===== config.mk =====
export PLATFORM = sky130hd
export DESIGN_NAME = ptpti_mac_flat
export DESIGN_NICKNAME = d
export VERILOG_FILES = /design/src/design/ptpti_pkg.sv /design/src/design/ptpti_if.sv /design/src/design/ptpti_mac.sv /design/src/flat_wrapper.sv
export SDC_FILE = /design/constraint.sdc
export NUM_CORES = 1
export LEC_CHECK = 0
export BUFFER_PORTS_ARGS = -buffer_cell sky130_fd_sc_hd__buf_2
export CAP_MARGIN = 20
export CORE_AREA = 2 2 406 408
export CTS_CLUSTER_SIZE = 28
export DETAILED_ROUTE_END_ITERATION = 7
export DIE_AREA = 0 0 408 410
export GPL_TIMING_DRIVEN = 0
export PLACE_DENSITY = 0.37
export SLEW_MARGIN = 40
export SYNTH_ARGS = -nofsm -noshare
export SYNTH_HDL_FRONTEND = slang
export SYNTH_SLANG_ARGS = --single-unit

===== constraint.sdc =====
create_clock -name sys_clk -period 9.2 [get_ports sys_clk]
set_input_delay 0 -clock sys_clk [delete_from_list [all_inputs] [get_ports sys_clk]]
set_output_delay 0 -clock sys_clk [all_outputs]
set_load 0.1 [all_outputs]

===== src/design/ptpti_pkg.sv =====
// shared widths, field positions and timing figures for the time and latency inputs
package ptpti_pkg;
	localparam int LONG_W      = 96;
	localparam int SHORT_W     = 64;
	localparam int SEC_W       = 48;
	localparam int NS_W        = 32;
	localparam int FNS_W       = 16;
	localparam int SNS_W       = 48;
	localparam int LAT_FAST_W  = 16;
	localparam int LAT_SLOW_W  = 22;
	localparam int LAT_FRAC_W  = 10;
	localparam int FNS_LSB     = 0;
	localparam int NS_LSB      = 16;
	localparam int SEC_LSB     = 48;
	localparam int SNS_LSB     = 16;
	localparam int LAT_CYC_LSB = 10;
	// active clock periods in nanoseconds for the fast and slow link
	localparam int FAST_PERIOD_NS = 3;
	localparam int SLOW_PERIOD_NS = 8;
	localparam logic [31:0] NS_PER_SEC = 32'h3b9aca00;
	localparam logic [95:0] LONG_RESET  = 96'h0;
	localparam logic [63:0] SHORT_RESET = 64'h0;

	typedef struct packed {
		logic [SEC_W-1:0] sec;
		logic [NS_W-1:0]  ns;
		logic [FNS_W-1:0] fns;
	} ptpti_long_t;

	typedef struct packed {
		logic [SNS_W-1:0] ns;
		logic [FNS_W-1:0] fns;
	} ptpti_short_t;
endpackage : ptpti_pkg


===== src/design/ptpti_if.sv =====
// link between the wall time and line latency source and the mac timestamp side
`timescale 1ns/1ns
interface ptpti_if;
	import ptpti_pkg::*;
	logic [LONG_W-1:0]     egress_wall_time_long_fast;
	logic [LONG_W-1:0]     egress_wall_time_long_slow;
	logic [LONG_W-1:0]     ingress_wall_time_long_fast;
	logic [LONG_W-1:0]     ingress_wall_time_long_slow;
	logic [SHORT_W-1:0]    egress_wall_time_short_fast;
	logic [SHORT_W-1:0]    egress_wall_time_short_slow;
	logic [SHORT_W-1:0]    ingress_wall_time_short_fast;
	logic [SHORT_W-1:0]    ingress_wall_time_short_slow;
	logic [LAT_FAST_W-1:0] egress_line_latency_fast;
	logic [LAT_SLOW_W-1:0] egress_line_latency_slow;
	logic [LAT_FAST_W-1:0] ingress_line_latency_fast;
	logic [LAT_SLOW_W-1:0] ingress_line_latency_slow;

	modport source (
		output egress_wall_time_long_fast, egress_wall_time_long_slow,
		output ingress_wall_time_long_fast, ingress_wall_time_long_slow,
		output egress_wall_time_short_fast, egress_wall_time_short_slow,
		output ingress_wall_time_short_fast, ingress_wall_time_short_slow,
		output egress_line_latency_fast, egress_line_latency_slow,
		output ingress_line_latency_fast, ingress_line_latency_slow
	);
	modport mac (
		input egress_wall_time_long_fast, egress_wall_time_long_slow,
		input ingress_wall_time_long_fast, ingress_wall_time_long_slow,
		input egress_wall_time_short_fast, egress_wall_time_short_slow,
		input ingress_wall_time_short_fast, ingress_wall_time_short_slow,
		input egress_line_latency_fast, egress_line_latency_slow,
		input ingress_line_latency_fast, ingress_line_latency_slow
	);
endinterface : ptpti_if


===== src/design/ptpti_mac.sv =====
// mac side: picks the speed variant and yields latency corrected timestamps
`timescale 1ns/1ns
module ptpti_mac
	import ptpti_pkg::*;
(
	input  wire logic               sys_clk,
	input  wire logic               reset,
	input  wire logic               fast_mode,
	input  wire logic               egress_capture,
	input  wire logic               ingress_capture,
	ptpti_if.mac                    link,
	output logic [LONG_W-1:0]       egress_stamp_long,
	output logic [SHORT_W-1:0]      egress_stamp_short,
	output logic                    egress_stamp_valid,
	output logic [LONG_W-1:0]       ingress_stamp_long,
	output logic [SHORT_W-1:0]      ingress_stamp_short,
	output logic                    ingress_stamp_valid
);
	typedef struct packed {
		ptpti_long_t  eg_long;
		ptpti_short_t eg_short;
		logic         eg_valid;
		ptpti_long_t  in_long;
		ptpti_short_t in_short;
		logic         in_valid;
	} ptpti_mac_state_t;

	ptpti_mac_state_t st;
	ptpti_mac_state_t next_st;

	// latency in whole cycles and 1/1024 cycle, scaled to ns with 16 fraction bits
	function automatic logic [47:0] ptpti_lat_ns(
		input logic [LAT_SLOW_W-1:0] lat,
		input logic                  fast
	);
		logic [LAT_SLOW_W-LAT_CYC_LSB-1:0] cyc;
		logic [LAT_FRAC_W-1:0]             frac;
		logic [47:0]                       period;
		logic [47:0]                       whole;
		logic [47:0]                       part;
		cyc    = lat[LAT_CYC_LSB +: (LAT_SLOW_W - LAT_CYC_LSB)];
		frac   = lat[0 +: LAT_FRAC_W];
		period = fast ? 48'(FAST_PERIOD_NS) : 48'(SLOW_PERIOD_NS);
		whole  = (48'(cyc) * period) << FNS_W;
		part   = (48'(frac) * period) << (FNS_W - LAT_FRAC_W);
		return whole + part;
	endfunction : ptpti_lat_ns

	// signed add of ns.fraction to a long time, with seconds carry or borrow
	function automatic ptpti_long_t ptpti_long_adj(input ptpti_long_t t,
		input logic [47:0] d, input logic sub);
		logic [63:0] nsf;
		logic [63:0] lim;
		ptpti_long_t r;
		lim = 64'({NS_PER_SEC, 16'h0});
		r = t;
		nsf = sub ? 64'({t.ns, t.fns}) - 64'(d) : 64'({t.ns, t.fns}) + 64'(d);
		if (sub && ({t.ns, t.fns} < 48'(d))) begin
			nsf = nsf + lim;
			r.sec = t.sec - 48'h1;
		end else if (!sub && nsf >= lim) begin
			nsf = nsf - lim;
			r.sec = t.sec + 48'h1;
		end
		r.ns = nsf[NS_LSB +: NS_W];
		r.fns = nsf[FNS_LSB +: FNS_W];
		return r;
	endfunction : ptpti_long_adj

	// speed variant of a long time bus
	function automatic ptpti_long_t ptpti_pick_long(
		input logic              fast,
		input logic [LONG_W-1:0] on_fast,
		input logic [LONG_W-1:0] on_slow
	);
		return ptpti_long_t'(fast ? on_fast : on_slow);
	endfunction : ptpti_pick_long

	// speed variant of a short time bus
	function automatic ptpti_short_t ptpti_pick_short(
		input logic               fast,
		input logic [SHORT_W-1:0] on_fast,
		input logic [SHORT_W-1:0] on_slow
	);
		return ptpti_short_t'(fast ? on_fast : on_slow);
	endfunction : ptpti_pick_short

	// speed variant of a latency bus; the narrow fast form gets zero cycles on top
	function automatic logic [LAT_SLOW_W-1:0] ptpti_pick_lat(
		input logic                  fast,
		input logic [LAT_FAST_W-1:0] on_fast,
		input logic [LAT_SLOW_W-1:0] on_slow
	);
		return fast ? LAT_SLOW_W'(on_fast) : on_slow;
	endfunction : ptpti_pick_lat

	// short form has no seconds, so it simply wraps modulo its width
	function automatic ptpti_short_t ptpti_short_adj(
		input ptpti_short_t t,
		input logic [47:0]  d,
		input logic         sub
	);
		logic [SHORT_W-1:0] sum;
		sum = sub ? SHORT_W'(t) - SHORT_W'(d) : SHORT_W'(t) + SHORT_W'(d);
		return ptpti_short_t'(sum);
	endfunction : ptpti_short_adj

	logic [LONG_W-1:0]     eg_long_sel;
	logic [LONG_W-1:0]     in_long_sel;
	logic [SHORT_W-1:0]    eg_short_sel;
	logic [SHORT_W-1:0]    in_short_sel;
	logic [LAT_SLOW_W-1:0] eg_lat_sel;
	logic [LAT_SLOW_W-1:0] in_lat_sel;
	logic [47:0]           eg_corr;
	logic [47:0]           in_corr;

	always_comb begin
		next_st = st;
		// choose the bus set that matches the link speed
		eg_long_sel  = ptpti_pick_long(fast_mode, link.egress_wall_time_long_fast,
			link.egress_wall_time_long_slow);
		in_long_sel  = ptpti_pick_long(fast_mode, link.ingress_wall_time_long_fast,
			link.ingress_wall_time_long_slow);
		eg_short_sel = ptpti_pick_short(fast_mode, link.egress_wall_time_short_fast,
			link.egress_wall_time_short_slow);
		in_short_sel = ptpti_pick_short(fast_mode, link.ingress_wall_time_short_fast,
			link.ingress_wall_time_short_slow);
		eg_lat_sel   = ptpti_pick_lat(fast_mode, link.egress_line_latency_fast,
			link.egress_line_latency_slow);
		in_lat_sel   = ptpti_pick_lat(fast_mode, link.ingress_line_latency_fast,
			link.ingress_line_latency_slow);
		eg_corr = ptpti_lat_ns(eg_lat_sel, fast_mode);
		in_corr = ptpti_lat_ns(in_lat_sel, fast_mode);
		next_st.eg_valid = egress_capture;
		next_st.in_valid = ingress_capture;
		if (egress_capture) begin
			next_st.eg_long = ptpti_long_adj(ptpti_long_t'(eg_long_sel), eg_corr, 1'b0);
			next_st.eg_short = ptpti_short_adj(ptpti_short_t'(eg_short_sel), eg_corr, 1'b0);
		end
		if (ingress_capture) begin
			next_st.in_long = ptpti_long_adj(ptpti_long_t'(in_long_sel), in_corr, 1'b1);
			next_st.in_short = ptpti_short_adj(ptpti_short_t'(in_short_sel), in_corr, 1'b1);
		end
	end

	always_ff @(posedge sys_clk or posedge reset) begin
		if (reset) begin
			st <= '0;
		end else begin
			st <= next_st;
		end
	end

	assign egress_stamp_long   = st.eg_long;
	assign egress_stamp_short  = st.eg_short;
	assign egress_stamp_valid  = st.eg_valid;
	assign ingress_stamp_long  = st.in_long;
	assign ingress_stamp_short = st.in_short;
	assign ingress_stamp_valid = st.in_valid;
endmodule : ptpti_mac


===== src/flat_wrapper.sv =====
// flat-port wrapper written by rule: the top's interface ports become plain ports
module ptpti_mac_flat import ptpti_pkg::*;
  (sys_clk, reset, fast_mode, egress_capture, ingress_capture, egress_stamp_long, egress_stamp_short, egress_stamp_valid, ingress_stamp_long, ingress_stamp_short, ingress_stamp_valid, link_egress_wall_time_long_fast, link_egress_wall_time_long_slow, link_ingress_wall_time_long_fast, link_ingress_wall_time_long_slow, link_egress_wall_time_short_fast, link_egress_wall_time_short_slow, link_ingress_wall_time_short_fast, link_ingress_wall_time_short_slow, link_egress_line_latency_fast, link_egress_line_latency_slow, link_ingress_line_latency_fast, link_ingress_line_latency_slow);
  ptpti_if link_i ();
  input  wire logic sys_clk;
  input  wire logic reset;
  input  wire logic fast_mode;
  input  wire logic egress_capture;
  input  wire logic ingress_capture;
  output logic [LONG_W-1:0] egress_stamp_long;
  output logic [SHORT_W-1:0] egress_stamp_short;
  output logic egress_stamp_valid;
  output logic [LONG_W-1:0] ingress_stamp_long;
  output logic [SHORT_W-1:0] ingress_stamp_short;
  output logic ingress_stamp_valid;
  input wire logic [$bits(link_i.egress_wall_time_long_fast)-1:0] link_egress_wall_time_long_fast;
  input wire logic [$bits(link_i.egress_wall_time_long_slow)-1:0] link_egress_wall_time_long_slow;
  input wire logic [$bits(link_i.ingress_wall_time_long_fast)-1:0] link_ingress_wall_time_long_fast;
  input wire logic [$bits(link_i.ingress_wall_time_long_slow)-1:0] link_ingress_wall_time_long_slow;
  input wire logic [$bits(link_i.egress_wall_time_short_fast)-1:0] link_egress_wall_time_short_fast;
  input wire logic [$bits(link_i.egress_wall_time_short_slow)-1:0] link_egress_wall_time_short_slow;
  input wire logic [$bits(link_i.ingress_wall_time_short_fast)-1:0] link_ingress_wall_time_short_fast;
  input wire logic [$bits(link_i.ingress_wall_time_short_slow)-1:0] link_ingress_wall_time_short_slow;
  input wire logic [$bits(link_i.egress_line_latency_fast)-1:0] link_egress_line_latency_fast;
  input wire logic [$bits(link_i.egress_line_latency_slow)-1:0] link_egress_line_latency_slow;
  input wire logic [$bits(link_i.ingress_line_latency_fast)-1:0] link_ingress_line_latency_fast;
  input wire logic [$bits(link_i.ingress_line_latency_slow)-1:0] link_ingress_line_latency_slow;
  assign link_i.egress_wall_time_long_fast = link_egress_wall_time_long_fast;
  assign link_i.egress_wall_time_long_slow = link_egress_wall_time_long_slow;
  assign link_i.ingress_wall_time_long_fast = link_ingress_wall_time_long_fast;
  assign link_i.ingress_wall_time_long_slow = link_ingress_wall_time_long_slow;
  assign link_i.egress_wall_time_short_fast = link_egress_wall_time_short_fast;
  assign link_i.egress_wall_time_short_slow = link_egress_wall_time_short_slow;
  assign link_i.ingress_wall_time_short_fast = link_ingress_wall_time_short_fast;
  assign link_i.ingress_wall_time_short_slow = link_ingress_wall_time_short_slow;
  assign link_i.egress_line_latency_fast = link_egress_line_latency_fast;
  assign link_i.egress_line_latency_slow = link_egress_line_latency_slow;
  assign link_i.ingress_line_latency_fast = link_ingress_line_latency_fast;
  assign link_i.ingress_line_latency_slow = link_ingress_line_latency_slow;
  ptpti_mac u_core (.sys_clk(sys_clk), .reset(reset), .fast_mode(fast_mode), .egress_capture(egress_capture), .ingress_capture(ingress_capture), .link(link_i), .egress_stamp_long(egress_stamp_long), .egress_stamp_short(egress_stamp_short), .egress_stamp_valid(egress_stamp_valid), .ingress_stamp_long(ingress_stamp_long), .ingress_stamp_short(ingress_stamp_short), .ingress_stamp_valid(ingress_stamp_valid));
endmodule

==> impl_metrics.env, run 1 <==
export IMPL_ios=1043
export IMPL_yosys_mux_area_fraction_pct=18.0
export IMPL_cts_root_buf="clkbuf_16"
export IMPL_ys_ff_latch=322
export IMPL_antenna_found_initial=49
export IMPL_hpwl_um=155000
export IMPL_dieArea_sq_mm=0.167
export IMPL_drt_iter0_markers=2048
export IMPL_ir_worst_vdd_uv=206
export IMPL_cts_made_buffers=46
export IMPL_utilization_pct=28.8
export IMPL_insertion_delay_ns=0.62
export IMPL_cpMostUsedCell="buf_16"
export IMPL_cp_required_ns=9.72
export IMPL_grt_max_degree=67
export IMPL_path_max_fanout=7
export IMPL_die_width_um=408
export IMPL_synth_compound_area_share_pct=13.7
export IMPL_post_route_min_period_ns=8.82
export IMPL_synth_simple_area_share_pct=16.0
export IMPL_syn_avg_cell_area_sq_um=9.07
export IMPL_clk_path_buf_depth=3
export IMPL_hold_path_class="in -> reg"
export IMPL_route_detailed_drc=0
export IMPL_syn_inst=3316
export IMPL_synthXorXnorAreaFrac_pct=10.4
export IMPL_wl_per_cell_um=26.3
export IMPL_synth_area_leader_cell="dfrtp_1"
export IMPL_synthAdderAreaFrac_pct=10.7
export IMPL_worstMarginPinSlew_ns=0.897
export IMPL_cts_sinks=322
export IMPL_drive_gt1_share_pct=36.5
export IMPL_regArea_sq_mm=0.00806
export IMPL_hold_violations=0
export IMPL_synth_cell_types=110
export IMPL_max_freq_mhz=113
export IMPL_grt_pass1_vias=33265
export IMPL_gp_congestion=0.903
export IMPL_drt_total_wl_um=190000
export IMPL_vias_per_cell=4.51
export IMPL_p_per_area_mw_per_mm2=238
export IMPL_cp_end_kind="flop"
export IMPL_preCtsSetupSlack_ns=-5.61
export IMPL_cp_start_kind="input port"
export IMPL_vias=32637
export IMPL_critPathSlowestCell="fa_1"
export IMPL_max_cap_violations=0
export IMPL_power_leakage_nw=21.3
export IMPL_grt_pass1_wl_um=259000
export IMPL_max_stage_delay_ns=0.55
export IMPL_synth_top_family_by_area="multiplexers"
export IMPL_finClkSkew_ns=0
export IMPL_period_share_pct=95.9
export IMPL_die_h_um=410
export IMPL_synth_seq_area_share_pct=26.8
export IMPL_maxSlewHeadroom_pct=39.6
export IMPL_syn2layout_area_growth_pct=56.5
export IMPL_cts_clk_slew_worst_paths_ns=0.06
export IMPL_fillCellCount=17820
export IMPL_synthTopCellsByArea="dfrtp_1, mux2_2, ha_1, xnor2_1, mux2i_1"
export IMPL_io_buffers=1042
export IMPL_crit_type="in -> reg"
export IMPL_grtUsageTotal_pct=21.9
export IMPL_coreArea_sq_mm=0.163
export IMPL_cts_max_level=2
export IMPL_finalMaxSlewViolations=0
export IMPL_rows=149
export IMPL_postRouteAntennaNets=0
export IMPL_grt_overflow=0
export IMPL_outcome="complete, no violations"
export IMPL_setup_slack_ns=0.381
export IMPL_synth_cell_area_sq_mm=0.0301
export IMPL_start_util_pct=18.4
export IMPL_synth_edf_count=0
export IMPL_cp_arrival_ns=9.33
export IMPL_ys_warn_count=0
export IMPL_setup_viol=0
export IMPL_synth_top_area_share_pct=26.8
export IMPL_p_total_mw=11.2
export IMPL_ys_async_sr_fraction_pct=100
export IMPL_drt_pre_antenna_iters=5
export IMPL_cts_tree="yes"
export IMPL_ys_flop_type="dfrtp_1"
export IMPL_multiInputGateArea_sq_mm=0.0219
export IMPL_layout_nets=5952
==> layout by cell type (no fill, tap or decap), types with 30 or more instances in the layout <==
master,n
a21o_1,66
a21oi_1,195
and2_1,34
buf_2,1064
buf_4,94
clkbuf_1,40
clkbuf_16,50
conb_1,30
dfrtp_1,322
dlygate4sd3_1,459
fa_1,34
ha_1,181
inv_1,191
mux2_2,328
mux2i_1,170
nand2_1,207
nand2b_1,34
nand3_1,70
nor2_1,247
nor2b_1,85
nor3_1,67
o21ai_0,76
xnor2_1,191
xor2_1,140
==> worst max-delay path, delay by kind of cell <==
| kind | cells | cell delay (ns) |
|---|---|---|
| buffers and inverters | 13 | 2.03 |
| AND/OR/NAND/NOR | 10 | 1.76 |
| adder cells (fa/ha/maj) | 5 | 1.71 |
| XOR/XNOR | 3 | 0.51 |
| multiplexers | 1 | 0.26 |
| AO/OA/AOI/OAI | 15 | 3.00 |
==> worst paths after layout <==
kind                                                      start                       endpoint  slack (ns)  cells past startpoint
max                                                   fast_mode   u_core.egress_stamp_long[84]        0.38                     47
max in group asynchronous                                 reset  u_core.ingress_stamp_long[17]        7.21                      7
min reg2reg                        u_core.ingress_stamp_long[9]   u_core.ingress_stamp_long[9]        0.48                      2
max reg2reg                       u_core.egress_stamp_short[48]  u_core.egress_stamp_short[48]        7.91                      3
min in group asynchronous                                 reset  u_core.egress_stamp_short[51]        0.49                      4
min                        link_ingress_wall_time_long_fast[60]  u_core.ingress_stamp_long[61]        0.04                      6
==> cell families after synthesis <==
logic type / after synthesis
and+or+nand+nor: 952
AOI/OAI and AO/OA: 625
muxes: 501
xor gates and xnor gates: 355
DFF: 322
buffers and inverters: 322
adders and majority gates: 237
other: 2
==> flip-flops by register name, summed over array words and instances (netlist names) <==
signal                      flops
u_core.egress_stamp_long       96
u_core.ingress_stamp_valid      1
u_core.egress_stamp_valid       1
u_core.egress_stamp_short      64
u_core.ingress_stamp_short     64
u_core.ingress_stamp_long      96
==> layout make-up <==
cell class / count / share of cell area (%)
clock buffers: 63 / 2.75
flip-flops and latches: 322 / 17.1
diodes: 19 / 0.101
repair buffers: 1617 / 23.5
plain buffers: 117 / 2.17
multi-input cells: 2700 / 46.5
clock inverters: 17 / 0.553
inverters: 195 / 1.57
well taps: 2189 / 5.82
==> per-stage QoR <==
stage               hold WS (ns)  TNS [ns]  instance area, sq um  std cells
floorplan                 0.0314         0                 30400       3344
global placement           0.140  -3090.67                 38300       6575
detailed placement       -0.0255   -977.67                 38900       6594
CTS                      0.00105         0                 46400       7194
global route              0.0410  -0.00692                 47100       7230
finish                    0.0381         0                 47100       7239
==> what timing repair did <==
action | CTS | global route
pin swaps | 43 | 67
buffers inserted | 67 | 27
cloned | 2 | 0
resized for setup | 166 | 75
endpoints found under the hold margin | 348 | 0
hold buffers | 459 | 0
endpoints found under the setup margin | 245 | 135
==> synthesized netlist by cell type (all sizes together), types with 30 or more instances <==
| cell type | count |
|---|---|
| o21ai | 99 |
| nor2b | 88 |
| fa | 35 |
| xor2 | 152 |
| mux2 | 329 |
| a21o | 67 |
| clkbuf | 74 |
| nand3 | 80 |
| nor3 | 81 |
| nor2 | 258 |
| nand2 | 212 |
| buf | 53 |
| ha | 197 |
| dfrtp | 322 |
| o21a | 30 |
| a21oi | 219 |
| mux2i | 172 |
| and2 | 39 |
| nand2b | 34 |
| xnor2 | 203 |
| inv | 194 |
==> routing by layer <==
metal	up-vias	wire length [um]	track usage [%]
li1	15123	-	-
met1	16028	79100	27.0
met2	1192	92100	37.7
met3	268	12200	4.59
met4	26	6470	7.28
met5	-	156	0
==> where the power goes <==
part / total (mW) / leakage, nW / internal [mW] / switching (mW)
Clock: 1.93 / 0.763 / 1.13 / 0.805
Combinational: 7.29 / 16.7 / 2.09 / 5.20
Sequential: 1.97 / 3.75 / 1.77 / 0.205
(Power assumes the default switching activity.)
==> run 2: changes to the inputs <==
Settings changed: BUFFER_PORTS_ARGS -buffer_cell sky130_fd_sc_hd__buf_2 to -buffer_cell sky130_fd_sc_hd__buf_4.
==> impl_metrics.env, run 2 (synthesized netlist as in run 1, its figures left out) <==
export IMPL_outcome="complete, no violations"
export IMPL_cp_end_kind="flop"
export IMPL_ios=1043
export IMPL_ir_worst_vdd_uv=210
export IMPL_die_h_um=410
export IMPL_finalMaxSlewViolations=0
export IMPL_cp_arrival_ns=9.35
export IMPL_drt_total_wl_um=193000
export IMPL_worstMarginPinSlew_ns=0.879
export IMPL_die_width_um=408
export IMPL_cts_root_buf="clkbuf_16"
export IMPL_layout_common_cells="buf_4, dlygate4sd3_1, mux2_2"
export IMPL_io_buffers=1042
export IMPL_setup_viol=0
export IMPL_cp_start_kind="input port"
export IMPL_preCtsSetupSlack_ns=-5.54
export IMPL_cts_max_level=2
export IMPL_fillCellCount=17650
export IMPL_path_max_fanout=11
export IMPL_grt_max_degree=68
export IMPL_p_per_area_mw_per_mm2=235
export IMPL_grt_pass1_vias=33424
export IMPL_cts_sinks=322
export IMPL_rows=149
export IMPL_cts_made_buffers=50
export IMPL_syn2layout_area_growth_pct=65.2
export IMPL_min_path_cells=6
export IMPL_postRouteAntennaNets=0
export IMPL_grt_pass1_wl_um=263000
export IMPL_grt_overflow=0
export IMPL_maxSlewHeadroom_pct=40.9
export IMPL_max_stage_delay_ns=0.55
export IMPL_dieArea_sq_mm=0.167
export IMPL_drt_pre_antenna_iters=6
export IMPL_route_detailed_drc=0
export IMPL_critPathSlowestCell="fa_1"
export IMPL_setup_slack_ns=0.390
export IMPL_hpwl_um=158000
export IMPL_hold_ws_ns=0.0206
export IMPL_antenna_found_initial=36
export IMPL_p_total_mw=11.7
export IMPL_period_share_pct=95.8
export IMPL_insertion_delay_ns=0.64
export IMPL_vias_per_cell=4.45
export IMPL_clk_path_buf_depth=3
export IMPL_finClkSkew_ns=0
export IMPL_cts_clk_slew_worst_paths_ns=0.07
export IMPL_max_freq_mhz=114
export IMPL_vias=32197
export IMPL_cpMostUsedCell="buf_16"
export IMPL_start_util_pct=18.4
export IMPL_post_route_min_period_ns=8.81
export IMPL_hold_path_class="in -> reg"
export IMPL_drive_gt1_share_pct=35.6
export IMPL_drt_iter0_markers=1801
export IMPL_layout_nets=5953
export IMPL_tns_ns=0
export IMPL_r2r_cells=3
export IMPL_wl_per_cell_um=26.7
export IMPL_grtUsageTotal_pct=22.3
export IMPL_coreArea_sq_mm=0.163
export IMPL_crit_type="in -> reg"
export IMPL_power_leakage_nw=22.2
export IMPL_cts_tree="yes"
export IMPL_gp_congestion=0.905
export IMPL_cp_required_ns=9.74
export IMPL_max_cap_violations=0
export IMPL_utilization_pct=30.4
export IMPL_hold_violations=0
export IMPL_final_common_cell="buf_4"
-- run 2: area by class of cell --
| class | count | area [sq um] | share of cell area [%] |
|---|---|---|---|
| clock inverter | 21 | 353 | 0.710 |
| timing repair buffer | 1615 | 13800 | 27.8 |
| sequential | 322 | 8060 | 16.2 |
| tap | 2189 | 2740 | 5.51 |
| buffer | 116 | 938 | 1.89 |
| inverter | 195 | 739 | 1.49 |
| antenna | 10 | 25.0 | 0.0503 |
| multi-input combinational | 2700 | 21600 | 43.5 |
| clock buffer | 70 | 1440 | 2.89 |
-- run 2: final timing paths --
path | startpoint | to | slack [ns]
min in group asynchronous | reset | u_core.egress_stamp_short[51] | 0.54
max | fast_mode | u_core.egress_stamp_long[89] | 0.39
max reg2reg | u_core.egress_stamp_short[48] | u_core.egress_stamp_short[48] | 7.90
max in group asynchronous | reset | u_core.ingress_stamp_long[18] | 7.16
min | link_ingress_wall_time_short_fast[25] | u_core.ingress_stamp_short[25] | 0.02
min reg2reg | u_core.egress_stamp_short[32] | u_core.egress_stamp_short[32] | 0.49
-- run 2: where the power goes --
| group | total (mW) | leakage [nW] | internal (mW) | switching, mW |
|---|---|---|---|---|
| Clock | 2.17 | 0.884 | 1.31 | 0.861 |
| Combinational | 7.48 | 17.6 | 2.32 | 5.16 |
| Sequential | 2.00 | 3.75 | 1.77 | 0.235 |
-- run 2: timing repair --
action	in CTS	in global routing
cloned	3	1
pin swaps	27	50
hold buffers	481	0
buffers inserted	42	23
endpoints found under the setup margin	244	154
resized for setup	132	63
endpoints found under the hold margin	349	0
-- run 2: worst max-delay path, delay by kind of cell --
family                   cells  cell delay, ns
AO/OA/AOI/OAI               17            3.26
buffers and inverters       13            1.99
AND/OR/NAND/NOR             10            1.64
adder cells (fa/ha/maj)      5            1.57
XOR/XNOR                     3            0.57
multiplexers                 1            0.26
-- run 2: stage by stage --
stage	std cells	cell area, sq um
2_1_floorplan	3344	30400
3_3_place_gp	6575	40900
3_5_place_dp	6597	41600
4_1_cts	7206	49200
5_1_grt	7236	49700
6_report	7238	49700
-- run 2: metal layers --
metal / share of wire, % / global-route usage [%]
met2: 49 / 39.0
met5: 0.050 / 0
met1: 42 / 27.7
met4: 2.9 / 6.30
met3: 5.4 / 4.14
==> run 3: changes to the inputs <==
Settings changed: ABC_AREA set to 1, CORE_AREA 2 2 406 408 to 2 2 411 413, CTS_CLUSTER_DIAMETER set to 50, DIE_AREA 0 0 408 410 to 0 0 413 415, PLACE_DENSITY 0.37 to 0.38.
==> impl_metrics.env, run 3 <==
export IMPL_maxSlewHeadroom_pct=33.7
export IMPL_max_stage_delay_ns=0.50
export IMPL_cp_required_ns=9.74
export IMPL_drt_total_wl_um=223000
export IMPL_insertion_delay_ns=0.65
export IMPL_drt_pre_antenna_iters=6
export IMPL_vias_per_cell=4.48
export IMPL_stdcell_count=9000
export IMPL_place_area_sq_mm=0.0439
export IMPL_worstMarginPinSlew_ns=0.985
export IMPL_period_share_pct=93.8
export IMPL_rows=150
export IMPL_synth_area_leader_cell="dfrtp_1"
export IMPL_crit_start="fast_mode"
export IMPL_vias=40342
export IMPL_synth_cell_types=59
export IMPL_layout_common_cells="nand2_1, buf_4, inv_1"
export IMPL_regArea_sq_mm=0.00806
export IMPL_cp_arrival_ns=9.17
export IMPL_hold_ws_ns=0.0281
export IMPL_rsz0062_at_grt="no"
export IMPL_synth_seq_area_share_pct=24.6
export IMPL_grt_pass1_vias=41129
export IMPL_drt_iter0_markers=2471
export IMPL_hold_path_class="in -> reg"
export IMPL_coreArea_sq_mm=0.167
export IMPL_finClkSkew_ns=0
export IMPL_cts_tree="yes"
export IMPL_synth_top_area_share_pct=24.6
export IMPL_grt_overflow=0
export IMPL_syn2layout_area_growth_pct=55.1
export IMPL_die_h_um=415
export IMPL_setup_viol=0
export IMPL_gp_congestion=0.940
export IMPL_syn_inst=5177
export IMPL_layout_nets=7665
export IMPL_grtUsageTotal_pct=25.3
export IMPL_cts_sinks=322
export IMPL_cts_clk_slew_worst_paths_ns=0.05
export IMPL_start_util_pct=19.6
export IMPL_critPathSlowestCell="fa_1"
export IMPL_route_detailed_drc=0
export IMPL_worst_r2r_endpoint="u_core.egress_stamp_short[0]"
export IMPL_utilization_pct=30.4
export IMPL_wl_per_cell_um=24.8
export IMPL_ys_ff_latch=322
export IMPL_fillCellCount=18703
export IMPL_grt_max_degree=64
export IMPL_preCtsSetupSlack_ns=-4.79
export IMPL_rrSetupSlack_ns=7.95
export IMPL_multiInputGateArea_sq_mm=0.0217
export IMPL_io_buffers=1041
export IMPL_outcome="complete, no violations"
export IMPL_hpwl_um=189000
export IMPL_final_common_cell="nand2_1"
export IMPL_finalMaxSlewViolations=0
export IMPL_postRouteAntennaNets=0
export IMPL_clk_path_buf_depth=3
export IMPL_cts_root_buf="clkbuf_16"
export IMPL_ys_async_sr_fraction_pct=100
export IMPL_cpMostUsedCell="nand2_1"
export IMPL_syn_avg_cell_area_sq_um=6.31
export IMPL_synth_cell_area_sq_mm=0.0327
export IMPL_ys_warn_count=0
export IMPL_hold_violations=0
export IMPL_p_per_area_mw_per_mm2=232
export IMPL_synth_top_cells_by_count="nand2_1, inv_1, nor2_1, o21ai_0, dfrtp_1"
export IMPL_grt_pass1_wl_um=307000
export IMPL_ys_flop_type="dfrtp_1"
export IMPL_max_freq_mhz=116
export IMPL_path_max_fanout=20
export IMPL_yosysMostFrequentCell="nand2_1"
export IMPL_synthTopCellsByArea="dfrtp_1, nand2_1, ha_1, inv_1, nor2_1"
export IMPL_cp_start_kind="input port"
export IMPL_endpoint="u_core.egress_stamp_long[25]"
export IMPL_drive_gt1_share_pct=22.8
export IMPL_power_leakage_nw=25.7
export IMPL_crit_type="in -> reg"
export IMPL_fin_area_sq_mm=0.0507
export IMPL_max_cap_violations=0
export IMPL_die_width_um=413
export IMPL_cts_made_buffers=75
export IMPL_antenna_found_initial=56
export IMPL_cts_max_level=3
export IMPL_synth_edf_count=0
export IMPL_setup_slack_ns=0.569
export IMPL_ios=1043
export IMPL_r2r_cells=3
export IMPL_dp_cells=8467
export IMPL_post_route_min_period_ns=8.63
export IMPL_cp_end_kind="flop"
export IMPL_regToRegStartpoint="u_core.egress_stamp_short[0]"
export IMPL_ir_worst_vdd_uv=120
export IMPL_dieArea_sq_mm=0.171
run 3: metal layers:
| layer | share of wire (%) | up-vias | GRT usage, % |
|---|---|---|---|
| met5 | 0.037 | - | 0 |
| met4 | 2.8 | 12 | 6.88 |
| met3 | 5.8 | 248 | 3.91 |
| met2 | 48 | 1264 | 44.0 |
| met1 | 43 | 19251 | 32.1 |
| li1 | - | 19567 | - |
run 3: through the flow:
stage,TNS [ns],power (mW)
floorplan,0,6.52
global placement,-3164.12,8.66
detailed placement,-856.09,8.70
CTS,0,11.9
global route,0,12.4
finish,0,11.8
run 3: how the worst min path moves through the flow:
stage	from	end	slack [ns]	depth (start not counted)
after floorplan	egress_capture	u_core.egress_stamp_valid	0.03	0
after global placement	egress_capture	u_core.egress_stamp_valid	0.21	1
after detailed placement	reset	u_core.ingress_stamp_short[3]	-0.02	2
after CTS	link_egress_wall_time_long_slow[81]	u_core.egress_stamp_long[81]	0.0001	5
after global routing	link_ingress_wall_time_long_slow[89]	u_core.ingress_stamp_long[89]	0.03	5
final	link_egress_wall_time_long_slow[6]	u_core.egress_stamp_long[6]	0.03	6
run 3: cell families (layout without fill, tap and decap cells):
logic type | after synthesis | after routing | share of synthesized area [%]
AO/OA/AOI/OAI | 718 | 718 | 11.8
XOR/XNOR | 239 | 239 | 6.40
adder cells (fa/ha/maj) | 232 | 232 | 9.68
buffers and inverters | 817 | 2384 | 9.66
flip-flops | 322 | 322 | 24.6
multiplexers | 58 | 58 | 1.78
other | 2 | 54 | 0.0230
AND/OR/NAND/NOR | 2789 | 2789 | 36.0
run 3: cell type report:
class | count | area share [%]
flip-flops and latches | 322 | 15.9
multi-input cells | 4066 | 42.9
clock inverters | 44 | 1.19
inverters | 647 | 4.80
plain buffers | 162 | 1.72
well taps | 2204 | 5.44
clock buffers | 93 | 4.12
diodes | 24 | 0.118
repair buffers | 1438 | 23.8
run 3: timing repair:
| action | in CTS | in global routing |
|---|---|---|
| pin swaps | 0 | 3 |
| hold buffers | 374 | 0 |
| endpoints found under the hold margin | 362 | 0 |
| setup buffers | 3 | 1 |
| endpoints found under the setup margin | 252 | 81 |
| gates cloned | 1 | 0 |
| resized for setup | 34 | 40 |
run 3: power by group:
group | total [mW] | internal (mW) | switching [mW]
Sequential | 1.95 | 1.74 | 0.205
Clock | 2.92 | 1.88 | 1.04
Combinational | 6.92 | 1.80 | 5.12
Total | 11.8 | 5.42 | 6.36
run 3: critical path: cells and delay by family:
kind	cells	cell delay (ns)
xor+xnor	1	0.16
fa+ha+maj	5	1.70
compound gates	11	1.76
buf+inv	15	2.18
simple gates	24	3.08
